**config.mk**
```make
export PLATFORM = sky130hd
export DESIGN_NAME = aspwm_top
export DESIGN_NICKNAME = d
export VERILOG_FILES = /design/src/aspwm_pkg.sv /design/src/aspwm_div_if.sv /design/src/aspwm_divider.sv /design/src/aspwm_top.sv
export VERILOG_INCLUDE_DIRS = /design/src
export SDC_FILE = /design/constraint.sdc
export NUM_CORES = 2
export LEC_CHECK = 0
export BUFFER_PORTS_ARGS = -buffer_cell sky130_fd_sc_hd__buf_4
export CORE_ASPECT_RATIO = 1.25
export CORE_MARGIN = 10
export CORE_UTILIZATION = 50
export CTS_CLUSTER_SIZE = 25
export DETAILED_ROUTE_END_ITERATION = 6
export PLACE_DENSITY = 0.65
export SLEW_MARGIN = 20
export SYNTH_ARGS = -nofsm -noshare
export SYNTH_HDL_FRONTEND = slang
export SYNTH_HIERARCHICAL = 1
export SYNTH_SLANG_ARGS = --single-unit
```
**constraint.sdc**
```tcl
create_clock -name aclk -period 10.4 [get_ports aclk]
set_clock_uncertainty 0.15 [all_clocks]
set_input_delay 2.08 -clock aclk [delete_from_list [all_inputs] [get_ports aclk]]
set_output_delay 2.08 -clock aclk [all_outputs]
set_load 0.02 [all_outputs]
```
**src/aspwm_defines.svh**
```systemverilog
`ifndef ASPWM_DEFINES_SVH
`define ASPWM_DEFINES_SVH

// Register byte offsets
`define ASPWM_OFS_CTRL 32'h0000_0000
`define ASPWM_OFS_GAIN 32'h0000_0004
`define ASPWM_OFS_OFFSET 32'h0000_0008
`define ASPWM_OFS_LO_LIM 32'h0000_000C
`define ASPWM_OFS_HI_LIM 32'h0000_0010
`define ASPWM_OFS_PERIOD 32'h0000_0014
`define ASPWM_OFS_STATUS 32'h0000_0018
`define ASPWM_OFS_SCALED 32'h0000_001C

// Control and status field positions
`define ASPWM_CTRL_EN_BIT 0
`define ASPWM_CTRL_SRC_BIT 1
`define ASPWM_CTRL_TB_LSB 2
`define ASPWM_STATUS_OUT_BIT 0
`define ASPWM_STATUS_RUN_BIT 1
`define ASPWM_STATUS_HIGH_LSB 16

// Reset values (gain in hundredths)
`define ASPWM_RST_GAIN 16'h0064
`define ASPWM_RST_OFFSET 16'h0000
`define ASPWM_RST_LO_LIM 16'h0000
`define ASPWM_RST_HI_LIM 16'h03E8
`define ASPWM_RST_PERIOD 16'h0004

// Parameter limits, magnitudes
`define ASPWM_GAIN_LIM 16'h03E8
`define ASPWM_OFFSET_LIM 16'h2710
`define ASPWM_RANGE_LIM 16'h4E20
`define ASPWM_GAIN_SCALE 32'h0000_0064

// Timing: clock period and timebase units
`define ASPWM_CLK_PERIOD_NS 64'd100
`define ASPWM_TB_10MS_MS 64'd10
`define ASPWM_TB_100MS_MS 64'd100
`define ASPWM_TB_1S_MS 64'd1000
`define ASPWM_TB_1MIN_MS 64'd60000
`define ASPWM_NS_PER_MS 64'd1000000

// AXI responses
`define ASPWM_RESP_OKAY 2'h0
`define ASPWM_RESP_SLVERR 2'h2

`endif

```
**src/aspwm_pkg.sv**
```systemverilog
package aspwm_pkg;

    typedef logic signed [15:0] aspwm_sample_t;

    // Sequencer states, one-hot
    typedef enum logic [2:0] {
        ASPWM_IDLE = 3'b001,
        ASPWM_CALC = 3'b010,
        ASPWM_RUN = 3'b100
    } aspwm_fsm_t;

    // Software-visible settings
    typedef struct packed {
        logic en;
        logic src_ext;
        logic [1:0] tb_sel;
        logic signed [15:0] gain;
        logic signed [15:0] offset;
        logic signed [15:0] lo_lim;
        logic signed [15:0] hi_lim;
        logic [15:0] period;
    } aspwm_regs_t;

    // Whole state of the top module
    typedef struct packed {
        logic awready;
        logic wready;
        logic bvalid;
        logic [1:0] bresp;
        logic arready;
        logic rvalid;
        logic [1:0] rresp;
        logic [31:0] rdata;
        logic have_aw;
        logic have_w;
        logic [31:0] aw_addr;
        logic [31:0] w_data;
        logic [3:0] w_strb;
        aspwm_regs_t regs;
        aspwm_fsm_t fsm;
        logic en_q;
        logic [31:0] tb_cnt;
        logic [15:0] tick_cnt;
        logic [15:0] period_cur;
        logic [15:0] high_ticks;
        logic signed [31:0] x_cur;
        logic div_start;
        logic pwm_out;
    } aspwm_state_t;

    // Whole state of the divider
    typedef struct packed {
        logic busy;
        logic [5:0] cnt;
        logic [32:0] rem;
        logic [47:0] quo;
        logic [31:0] dvs;
        logic done;
    } aspwm_div_state_t;

endpackage

```
**src/aspwm_div_if.sv**
```systemverilog
`timescale 1ns/1ps
interface aspwm_div_if;
    logic start;
    logic [47:0] dividend;
    logic [31:0] divisor;
    logic done;
    logic [15:0] quotient;

    modport ctrl (output start, output dividend, output divisor, input done, input quotient);
    modport unit (input start, input dividend, input divisor, output done, output quotient);
endinterface

```
**src/aspwm_divider.sv**
```systemverilog
`timescale 1ns/1ps
module aspwm_divider (
    // Clock and reset
    input logic aclk,
    input logic aresetn,
    // Request and result
    aspwm_div_if.unit div
);
    import aspwm_pkg::*;

    aspwm_div_state_t s;
    aspwm_div_state_t next_s;
    logic [32:0] trial;

    assign div.done = s.done;
    assign div.quotient = s.quo[15:0];

    ////////////////////////////////////////////////////////////////////////
    // Restoring division, one quotient bit a cycle; a new start restarts
    always_comb begin
        next_s = s;
        next_s.done = 1'b0;
        trial = {s.rem[31:0], s.quo[47]};
        if (div.start) begin
            next_s.busy = 1'b1;
            next_s.cnt = 6'h00;
            next_s.rem = 33'h0;
            next_s.quo = div.dividend;
            next_s.dvs = div.divisor;
        end else if (s.busy) begin
            next_s.quo = {s.quo[46:0], 1'b0};
            if (trial >= {1'b0, s.dvs}) begin
                next_s.rem = trial - {1'b0, s.dvs};
                next_s.quo[0] = 1'b1;
            end else begin
                next_s.rem = trial;
            end
            next_s.cnt = s.cnt + 6'h01;
            if (s.cnt == 6'h2F) begin
                next_s.busy = 1'b0;
                next_s.done = 1'b1;
            end
        end
    end

    // State register
    always_ff @(posedge aclk) begin
        if (!aresetn) begin
            s <= '0;
        end else begin
            s <= next_s;
        end
    end
endmodule

```
**src/aspwm_top.sv**
```systemverilog
// Summary of operation
// - Modulation starts on a 0-to-1 change of the enable bit, never on its level alone.
// - The scaled value is the analog sample times a signed gain of up to 10.00 plus an offset of up to 10000.
// - Signed lower and upper limits, each within 20000, set the span used for normalising.
// - Strictly between the limits, the high share of a period is (value - lower) / (upper - lower).
// - In each period the output is high for that share of the period and low for the rest.
// - The high-then-low pattern repeats period after period while enable stays high.
// - The period is a fixed setting or a live external value, counted in a selectable timebase.
`timescale 1ns/1ps
`include "aspwm_defines.svh"
module aspwm_top #(
    parameter int unsigned TB_10MS_CYCLES =
        32'(`ASPWM_TB_10MS_MS * (`ASPWM_NS_PER_MS / `ASPWM_CLK_PERIOD_NS)),
    parameter int unsigned TB_100MS_CYCLES =
        32'(`ASPWM_TB_100MS_MS * (`ASPWM_NS_PER_MS / `ASPWM_CLK_PERIOD_NS)),
    parameter int unsigned TB_1S_CYCLES =
        32'(`ASPWM_TB_1S_MS * (`ASPWM_NS_PER_MS / `ASPWM_CLK_PERIOD_NS)),
    parameter int unsigned TB_1MIN_CYCLES =
        32'(`ASPWM_TB_1MIN_MS * (`ASPWM_NS_PER_MS / `ASPWM_CLK_PERIOD_NS))
) (
    // Clock and reset
    input logic aclk,
    input logic aresetn,
    // AXI4-Lite write
    input logic [31:0] s_axi_awaddr,
    input logic s_axi_awvalid,
    output logic s_axi_awready,
    input logic [31:0] s_axi_wdata,
    input logic [3:0] s_axi_wstrb,
    input logic s_axi_wvalid,
    output logic s_axi_wready,
    output logic [1:0] s_axi_bresp,
    output logic s_axi_bvalid,
    input logic s_axi_bready,
    // AXI4-Lite read
    input logic [31:0] s_axi_araddr,
    input logic s_axi_arvalid,
    output logic s_axi_arready,
    output logic [31:0] s_axi_rdata,
    output logic [1:0] s_axi_rresp,
    output logic s_axi_rvalid,
    input logic s_axi_rready,
    // Analog sources
    input aspwm_pkg::aspwm_sample_t analog_sample_in,
    input logic [15:0] period_ext_in,
    // Modulated output
    output logic pwm_out
);
    import aspwm_pkg::*;

    aspwm_state_t s;
    aspwm_state_t next_s;
    aspwm_div_if div ();
    logic [31:0] strb_mask;
    logic [3:0] w_idx;
    logic [3:0] r_idx;
    logic [31:0] merged;
    logic signed [31:0] a32;
    logic signed [31:0] x_now;
    logic signed [31:0] lo_x;
    logic signed [31:0] hi_x;
    logic signed [31:0] den;
    logic [15:0] per;
    logic tb_tick;
    logic start_period;

    ////////////////////////////////////////////////////////////////////////
    // Address decode, shared by reads and writes; 4'hF means unmapped
    function automatic logic [3:0] reg_index(input logic [31:0] addr);
        if (addr[31:5] != 27'h0 || addr[1:0] != 2'h0) begin
            return 4'hF;
        end
        return {1'b0, addr[4:2]};
    endfunction

    // Readback of one register
    function automatic logic [31:0] read_reg(input logic [3:0] idx, input aspwm_state_t st);
        logic [31:0] v;
        v = 32'h0;
        case (idx)
            4'h0: begin
                v[`ASPWM_CTRL_EN_BIT] = st.regs.en;
                v[`ASPWM_CTRL_SRC_BIT] = st.regs.src_ext;
                v[`ASPWM_CTRL_TB_LSB +: 2] = st.regs.tb_sel;
            end
            4'h1: v = 32'(st.regs.gain);
            4'h2: v = 32'(st.regs.offset);
            4'h3: v = 32'(st.regs.lo_lim);
            4'h4: v = 32'(st.regs.hi_lim);
            4'h5: v = {16'h0, st.regs.period};
            4'h6: begin
                v[`ASPWM_STATUS_OUT_BIT] = st.pwm_out;
                v[`ASPWM_STATUS_RUN_BIT] = (st.fsm != ASPWM_IDLE);
                v[`ASPWM_STATUS_HIGH_LSB +: 16] = st.high_ticks;
            end
            4'h7: v = st.x_cur;
            default: v = 32'h0;
        endcase
        return v;
    endfunction

    // Saturate a written field to a symmetric signed limit
    function automatic logic signed [15:0] sat16(input logic [31:0] v, input logic [15:0] lim);
        logic signed [15:0] sv;
        logic signed [15:0] sl;
        sv = signed'(v[15:0]);
        sl = signed'(lim);
        if (sv > sl) begin
            return sl;
        end
        if (sv < -sl) begin
            return -sl;
        end
        return sv;
    endfunction

    // Byte-lane mask from the captured strobes
    genvar g;
    generate
        for (g = 0; g < 4; g++) begin : g_lane
            assign strb_mask[8*g +: 8] = {8{s.w_strb[g]}};
        end
    endgenerate

    ////////////////////////////////////////////////////////////////////////
    // Outputs straight from the state register
    assign s_axi_awready = s.awready;
    assign s_axi_wready = s.wready;
    assign s_axi_bvalid = s.bvalid;
    assign s_axi_bresp = s.bresp;
    assign s_axi_arready = s.arready;
    assign s_axi_rvalid = s.rvalid;
    assign s_axi_rresp = s.rresp;
    assign s_axi_rdata = s.rdata;
    assign pwm_out = s.pwm_out;

    // Divider request: inputs stay stable in the state register while it runs
    assign div.start = s.div_start;
    assign div.dividend = 48'($unsigned(s.x_cur - lo_x)) * {32'h0, s.period_cur};
    assign div.divisor = $unsigned(den);

    aspwm_divider u_div (
        .aclk(aclk),
        .aresetn(aresetn),
        .div(div)
    );

    ////////////////////////////////////////////////////////////////////////
    // Next-state logic: register bus, then the modulation sequencer
    always_comb begin
        next_s = s;
        next_s.div_start = 1'b0;
        w_idx = reg_index(s.aw_addr);
        r_idx = reg_index(s_axi_araddr);
        merged = (read_reg(w_idx, s) & ~strb_mask) | (s.w_data & strb_mask);

        // Write address and data, taken in either order
        if (s_axi_awvalid && s.awready) begin
            next_s.have_aw = 1'b1;
            next_s.aw_addr = s_axi_awaddr;
        end
        if (s_axi_wvalid && s.wready) begin
            next_s.have_w = 1'b1;
            next_s.w_data = s_axi_wdata;
            next_s.w_strb = s_axi_wstrb;
        end
        if (s.bvalid && s_axi_bready) begin
            next_s.bvalid = 1'b0;
        end
        // Commit once both halves are held and the last answer is gone
        if (s.have_aw && s.have_w && !s.bvalid) begin
            next_s.have_aw = 1'b0;
            next_s.have_w = 1'b0;
            next_s.bvalid = 1'b1;
            next_s.bresp = (w_idx > 4'h5) ? `ASPWM_RESP_SLVERR : `ASPWM_RESP_OKAY;
            case (w_idx)
                4'h0: begin
                    next_s.regs.en = merged[`ASPWM_CTRL_EN_BIT];
                    next_s.regs.src_ext = merged[`ASPWM_CTRL_SRC_BIT];
                    next_s.regs.tb_sel = merged[`ASPWM_CTRL_TB_LSB +: 2];
                end
                4'h1: next_s.regs.gain = sat16(merged, `ASPWM_GAIN_LIM);
                4'h2: next_s.regs.offset = sat16(merged, `ASPWM_OFFSET_LIM);
                4'h3: next_s.regs.lo_lim = sat16(merged, `ASPWM_RANGE_LIM);
                4'h4: next_s.regs.hi_lim = sat16(merged, `ASPWM_RANGE_LIM);
                4'h5: next_s.regs.period = merged[15:0];
                default: ;
            endcase
        end
        next_s.awready = !next_s.have_aw && !next_s.bvalid;
        next_s.wready = !next_s.have_w && !next_s.bvalid;

        // Reads answer one cycle after the address is taken
        if (s_axi_arvalid && s.arready) begin
            next_s.arready = 1'b0;
            next_s.rvalid = 1'b1;
            next_s.rdata = read_reg(r_idx, s);
            next_s.rresp = (r_idx == 4'hF) ? `ASPWM_RESP_SLVERR : `ASPWM_RESP_OKAY;
        end else if (s.rvalid && s_axi_rready) begin
            next_s.rvalid = 1'b0;
            next_s.arready = 1'b1;
        end

        // Scaled value, kept in hundredths to avoid dividing by the gain scale
        a32 = 32'(analog_sample_in);
        x_now = a32 * 32'(s.regs.gain) + 32'(s.regs.offset) * 32'(`ASPWM_GAIN_SCALE);
        lo_x = 32'(s.regs.lo_lim) * 32'(`ASPWM_GAIN_SCALE);
        hi_x = 32'(s.regs.hi_lim) * 32'(`ASPWM_GAIN_SCALE);
        den = hi_x - lo_x;
        per = s.regs.src_ext ? period_ext_in : s.regs.period;
        if (per == 16'h0) begin
            per = 16'h0001; // Zero period is run as a period of one timebase unit
        end

        // Timebase divider, restarted with every period
        case (s.regs.tb_sel)
            2'h0: tb_tick = (s.tb_cnt >= TB_10MS_CYCLES - 1);
            2'h1: tb_tick = (s.tb_cnt >= TB_100MS_CYCLES - 1);
            2'h2: tb_tick = (s.tb_cnt >= TB_1S_CYCLES - 1);
            default: tb_tick = (s.tb_cnt >= TB_1MIN_CYCLES - 1);
        endcase

        next_s.en_q = s.regs.en;
        start_period = 1'b0;
        case (s.fsm)
            ASPWM_IDLE: begin
                next_s.pwm_out = 1'b0;
                start_period = s.regs.en && !s.en_q;
            end
            ASPWM_CALC: begin
                if (div.done) begin
                    next_s.high_ticks = div.quotient;
                    next_s.fsm = ASPWM_RUN;
                end
            end
            ASPWM_RUN: begin
                next_s.tb_cnt = tb_tick ? 32'h0 : s.tb_cnt + 32'h1;
                next_s.pwm_out = (s.tick_cnt < s.high_ticks);
                if (tb_tick) begin
                    next_s.tick_cnt = s.tick_cnt + 16'h1;
                    start_period = (s.tick_cnt + 16'h1 >= s.period_cur);
                end
            end
            default: next_s.fsm = ASPWM_IDLE;
        endcase

        // New period: sample, then classify against the limits
        if (start_period) begin
            next_s.x_cur = x_now;
            next_s.period_cur = per;
            next_s.tick_cnt = 16'h0;
            next_s.tb_cnt = 32'h0;
            if (den <= 32'sh0 || x_now <= lo_x) begin
                next_s.high_ticks = 16'h0;
                next_s.fsm = ASPWM_RUN;
            end else if (x_now >= hi_x) begin
                next_s.high_ticks = per;
                next_s.fsm = ASPWM_RUN;
            end else begin
                next_s.div_start = 1'b1;
                next_s.fsm = ASPWM_CALC;
            end
        end

        // Dropping enable stops at once and parks the output low
        if (!s.regs.en) begin
            next_s.fsm = ASPWM_IDLE;
            next_s.pwm_out = 1'b0;
            next_s.div_start = 1'b0;
        end
    end

    // State register with defined reset contents
    always_ff @(posedge aclk) begin
        if (!aresetn) begin
            s <= '0;
            s.awready <= 1'b1;
            s.wready <= 1'b1;
            s.arready <= 1'b1;
            s.fsm <= ASPWM_IDLE;
            s.regs.gain <= `ASPWM_RST_GAIN;
            s.regs.offset <= `ASPWM_RST_OFFSET;
            s.regs.lo_lim <= `ASPWM_RST_LO_LIM;
            s.regs.hi_lim <= `ASPWM_RST_HI_LIM;
            s.regs.period <= `ASPWM_RST_PERIOD;
        end else begin
            s <= next_s;
        end
    end
endmodule

```
# == Yosys cells after proc, flatten, opt, wreduce, memory -nomap -nowiden ==
# Cells that the tools add are included.
# classes
n_lt_le_gt_ge,17
n_reduce_logical,43
n_mul,5
addsub,7
eq_ne,24
bitwise,8
n_mux,87
# ops
op,count
$mux W16,20
$mux W88,2
$pmux W12 S6,2
$mul A32 B5 Y30 const B,3
$pmux W16 S6,1
$sub A32 B32 Y32,2
$reduce_bool A27 Y1,2
$mux W49,1
$mul A32 B16 Y48,1
$mux W1,37
$ge A33 B32 Y1,1
$mux W33,1
$sub A33 B32 Y33,1
$add A32 B1 Y32 const B,1
$add A32 B32 Y32,1
$and A16 B16 Y16,2
$eq A4 B3 Y1 const B,8
$ge A32 B17 Y1 const B,1
$ge A32 B20 Y1 const B,1
$ge A32 B24 Y1 const B,1
$ge A32 B30 Y1 const B,1
$ge A32 B32 Y1,1
$le A32 B1 Y1 const B,1
$le A32 B32 Y1,1
other kinds (47),98
# totals
wordCells,227
ff_bits,416
out_inout_bits,42
in_bits,139

# == Depth between registers and ports, before layout ==
# depth
ltp_word,17
depth_mapped,55
ltp_nobuf,52

# == Cells and area by module ==
# The synthesis kept the hierarchy.
# by_module_without_submodules
module,seq_area_each_um2,instances,cells_each,area_per_inst_um2
aspwm_top,5865.6,1,6137,50907.6
aspwm_divider,2402.3,1,890,7413.4

# == Least setup slack after synthesis ==
# No wires, ideal clock.
# synth_timing
path_kind,register to register
startpoint,"register, netlist name s[159]"
endpoint,register u_div/s[80] in the netlist's numbering
path_stages_with_launch,48
n_path_buf,2
path_slack_ps,-734
synth_period_minus_slack_ps,11134
required_ps,10135
arrival_ps,10869
cell_sequence,dfxtp_1 -> ha_1 -> ha_1 -> inv_1 -> fa_1 -> inv_1 -> ha_1 -> clkbuf_1 -> a21oi_1 -> o21ai_1 -> a211o_1 -> o21ai_1 -> o21ai_1 -> xnor2_1 -> ha_1 -> o21ai_0 -> a31oi_1 -> a31oi_1 -> [12 not listed] -> fa_1 -> fa_1 -> fa_1 -> inv_1 -> ha_1 -> nor2b_1 -> o21ai_0 -> nand2b_1 -> a21o_1 -> a2111oi_0 -> o31ai_1 -> a221oi_1 -> o21ai_0 -> a21oi_1 -> xnor2_1 -> nand2_1 -> o21ai_0 -> and2_1
# synth_rtl
item,line,rtl
end signal: assignment,aspwm_divider.sv:51,s <= next_s;
end: declaration,aspwm_divider.sv:11,aspwm_div_state_t s;

==> impl_metrics.tcl <==
set metrics [dict create \
    crit_type "reg2reg" \
    timing.slew.headroom 0.169 \
    initialDrtViolationCount 3412 \
    crit_fanout 4 \
    io_pins 181 \
    fin_nets 8993 \
    finalMaxSlewViolations 0 \
    ys_ff_latch 413 \
    multi_input_area_sq_um 46400 \
    setup_violations 37 \
    violations "setup timing" \
    clk_latency_ns 0.70 \
    cpPeakStageDelay_ns 0.53 \
    worst_slack_ns -0.431 \
    fin_area_sq_um 69400 \
    critical_path.top_delay_family "adder cells" \
    synthToLayoutAreaGrowth_pct 18.9 \
    cts_hold_repair.buffers 0 \
    hold_path.class "reg2reg" \
    ant_nets 0 \
    power_density_nw_per_um2 80.4 \
    fmax_ghz 0.0923 \
    seq_area_sq_um 8310 \
    outcome "complete, but fails checks" \
    antenna_found_initial 0 \
    synthArstFlopShare 0 \
    cp_data_arrival_time_ns 11.28 \
    routedWlPerCell_um 20.5 \
    cts_max_path_buffers 3 \
    rows 140 \
    drt_pass1_iterations 7 \
    p_leak_uw 0.0311 \
    cts_root_buf "clkbuf_16" \
    drc 0 \
    grt_usage 0.280 \
    min_from "s[217]" \
    path_buf_inv 8 \
    cts.sinks 413 \
    synthesis.area_sq_um 58300 \
    vias_per_cell 5.57 \
    dieArea_sq_um 131000 \
    place_hpwl_um 153000 \
    required_ns 10.84 \
    fin_total_pwr_uw 5580 \
    setup_tns_ns -9.36 \
    post-route-period-util 1.04 \
    portBuffers 160 \
    crit_path_end_kind "register" \
    ys.flop_type "dfxtp_1" \
    die_h_um 402 \
    grt_pass1_vias 52200 \
    dpl-instance-area_sq_um 65000 \
    routed_wl_um 188000 \
    cts_tree "built" \
    synth_enable_flop_cells 0 \
    fin_crit_ns 10.83 \
    grt_setup_unrepaired "true" \
    synthCells 7027 \
    r2r_slack_ns -0.43 \
    fp.dieW_um 325 \
    ir_worst_vdd_v 0.000111 \
    hold_viol 0 \
    start_util 0.502 \
    place_congestion 1.02 \
    numCtsBuffers 49 \
    start_kind "register" \
    ys.warnings.count 6 \
    grt_max_degree 98 \
    drive_gt1_frac 0.179 \
    worst_slew_pin_slew_ns 1.24 \
    coreArea_sq_um 116000 \
    yosysSeqAreaShare 0.142 \
    crit_path_frequent_cell "fa_1" \
    vias 51100 \
    nFillCells 10300 \
    grt.overflow.total 0 \
    slowest_stage "fa_1" \
    synth_cell_type_count 100 \
    clkTransAtPathRegs_ns 0.07 \
    grt_first_pass_wirelength_um 291000 \
    htree_levels 2 \
    avgSynthCellArea_sq_um 8.30 \
    max-cap-violations 0 \
    r2r-start "s[153]" \
    startpoint "s[153]" \
]
[kinds of logic (layout without fill, tap and decap cells)]
| family | count (synthesis) | after routing | synth area share |
|---|---|---|---|
| AND/OR/NAND/NOR | 2180 | 2180 | 0.175 |
| buffers and inverters | 1466 | 2048 | 0.0992 |
| flip-flops | 413 | 413 | 0.142 |
| AO/OA/AOI/OAI | 1225 | 1225 | 0.137 |
| other | 1 | 5 | 0.0000643 |
| XOR/XNOR | 263 | 263 | 0.0396 |
| multiplexers | 192 | 192 | 0.0337 |
| adder cells (fa/ha/maj) | 1287 | 1287 | 0.373 |
[final timing paths]
path / end / cells past startpoint
max: u_div/s[80] / 50
min reg2reg: s[217] / 2
max reg2reg: u_div/s[80] / 50
min: s[217] / 2
[timing repair]
item,in CTS,in global routing
cloned,2,1
endpoints found under the hold margin,0,0
setup buffers,57,32
endpoints found under the setup margin,38,40
pin swaps,185,194
resized for setup,228,166
[layer usage]
metal  global-route usage  up-vias  part of all wire
met5                    0        -                 0
met4                0.177        0             0.077
met3               0.0383      522             0.056
met2                0.493     1631              0.49
met1                0.316    25000              0.38
li1                     -    23900                 -
[per-stage QoR]
stage	cells	util	hold slack (ns)	setup slack [ns]
final	9175	0.597	0.302	-0.431
after detailed placement	9008	0.560	0.292	-1.29
after floorplan	7030	-	0.281	0.000431
after global routing	9174	0.597	0.323	-0.881
after CTS	9144	0.588	0.301	-0.519
after global placement	9008	0.560	0.292	-1.21
[sequential cells by signal, summed over array words and instances, names as in the netlist]
register / cells
s_axi_awready: 1
s: 251
next_s: 1
s_axi_rdata: 32
s_axi_rvalid: 1
s_axi_arready: 1
s_axi_rresp: 1
pwm_out: 1
s_axi_bvalid: 1
u_div/s: 103
u_div/div.done: 1
s_axi_wready: 1
s_axi_bresp: 1
div.start: 1
u_div/div.quotient: 16
[tightest hold or removal path, cell delays in order, from the launching register on]
cell	delay (ns)
dfxtp_1	0.31
nand2_1	0.05
a21oi_1	0.05
[where the power goes]
part | leakage (uW) | switching [uW] | internal [uW]
Sequential | 0.00335 | 17.2 | 1600
Combinational | 0.0269 | 1070 | 931
Clock | 0.000865 | 834 | 1130
Total | 0.0311 | 1920 | 3660
[cell type report]
type | count | share of cell area
tap | 1562 | 0.0282
antenna | 1 | 0.0000361
multi-input combinational | 5151 | 0.669
timing repair buffer | 878 | 0.0990
clock buffer | 60 | 0.0191
sequential | 413 | 0.120
clock inverter | 31 | 0.00671
inverter | 1079 | 0.0585
[layout by cell type, fill, tap and decap left out, types with 16 or more instances in the layout]
cell / count
nor2b_1: 79
a21o_1: 77
o21ai_1: 33
nand2b_1: 63
a21oi_2: 30
fa_1: 751
nand3_1: 84
o21a_1: 47
clkbuf_16: 51
a221oi_1: 16
a31oi_1: 42
a21oi_1: 338
a222oi_1: 21
o21bai_1: 29
xor2_1: 87
xnor2_1: 153
mux2i_1: 170
nor4_1: 22
or3_1: 23
o21ai_0: 222
mux2_2: 17
and3_1: 41
ha_1: 461
nor2_1: 394
nand4_1: 42
inv_2: 24
nand2_1: 918
a211oi_1: 51
buf_6: 22
ha_4: 55
inv_1: 1052
o21ai_2: 20
nor3_1: 63
and2_1: 310
o211ai_1: 30
buf_4: 842
dfxtp_1: 396
[Yosys cell counts (all sizes together), types with 10 or more instances]
library cell,n,area share
inv,1077,0.069
nand2,934,0.060
fa,757,0.26
ha,525,0.11
dfxtp,413,0.14
nor2,408,0.026
a21oi,373,0.032
and2,319,0.034
clkbuf,298,0.019
o21ai,279,0.024
mux2i,173,0.030
xnor2,170,0.026
xor2,93,0.014
nand3,91,0.0078
buf,89,0.011
nor2b,84,0.0090
a21o,79,0.010
nor3,71,0.0063
nand2b,63,0.0068
a211oi,61,0.0080
a31oi,51,0.0056
o21a,47,0.0060
and3,45,0.0049
nand4,43,0.0047
o21bai,31,0.0040
o211ai,30,0.0039
or3,26,0.0028
nor4,25,0.0027
a222oi,21,0.0036
a221oi,18,0.0027
o32ai,18,0.0041
mux2,17,0.0033
o31ai,17,0.0023
a21boi,16,0.0021
or2,15,0.0016
nor3b,14,0.0018
a211o,12,0.0018
a22oi,12,0.0015
a2bb2oi,11,0.0017
a311o,10,0.0017
a31o,10,0.0015
and4,10,0.0015
or4,10,0.0013
Note: power is estimated with default switching activity, not from simulation.
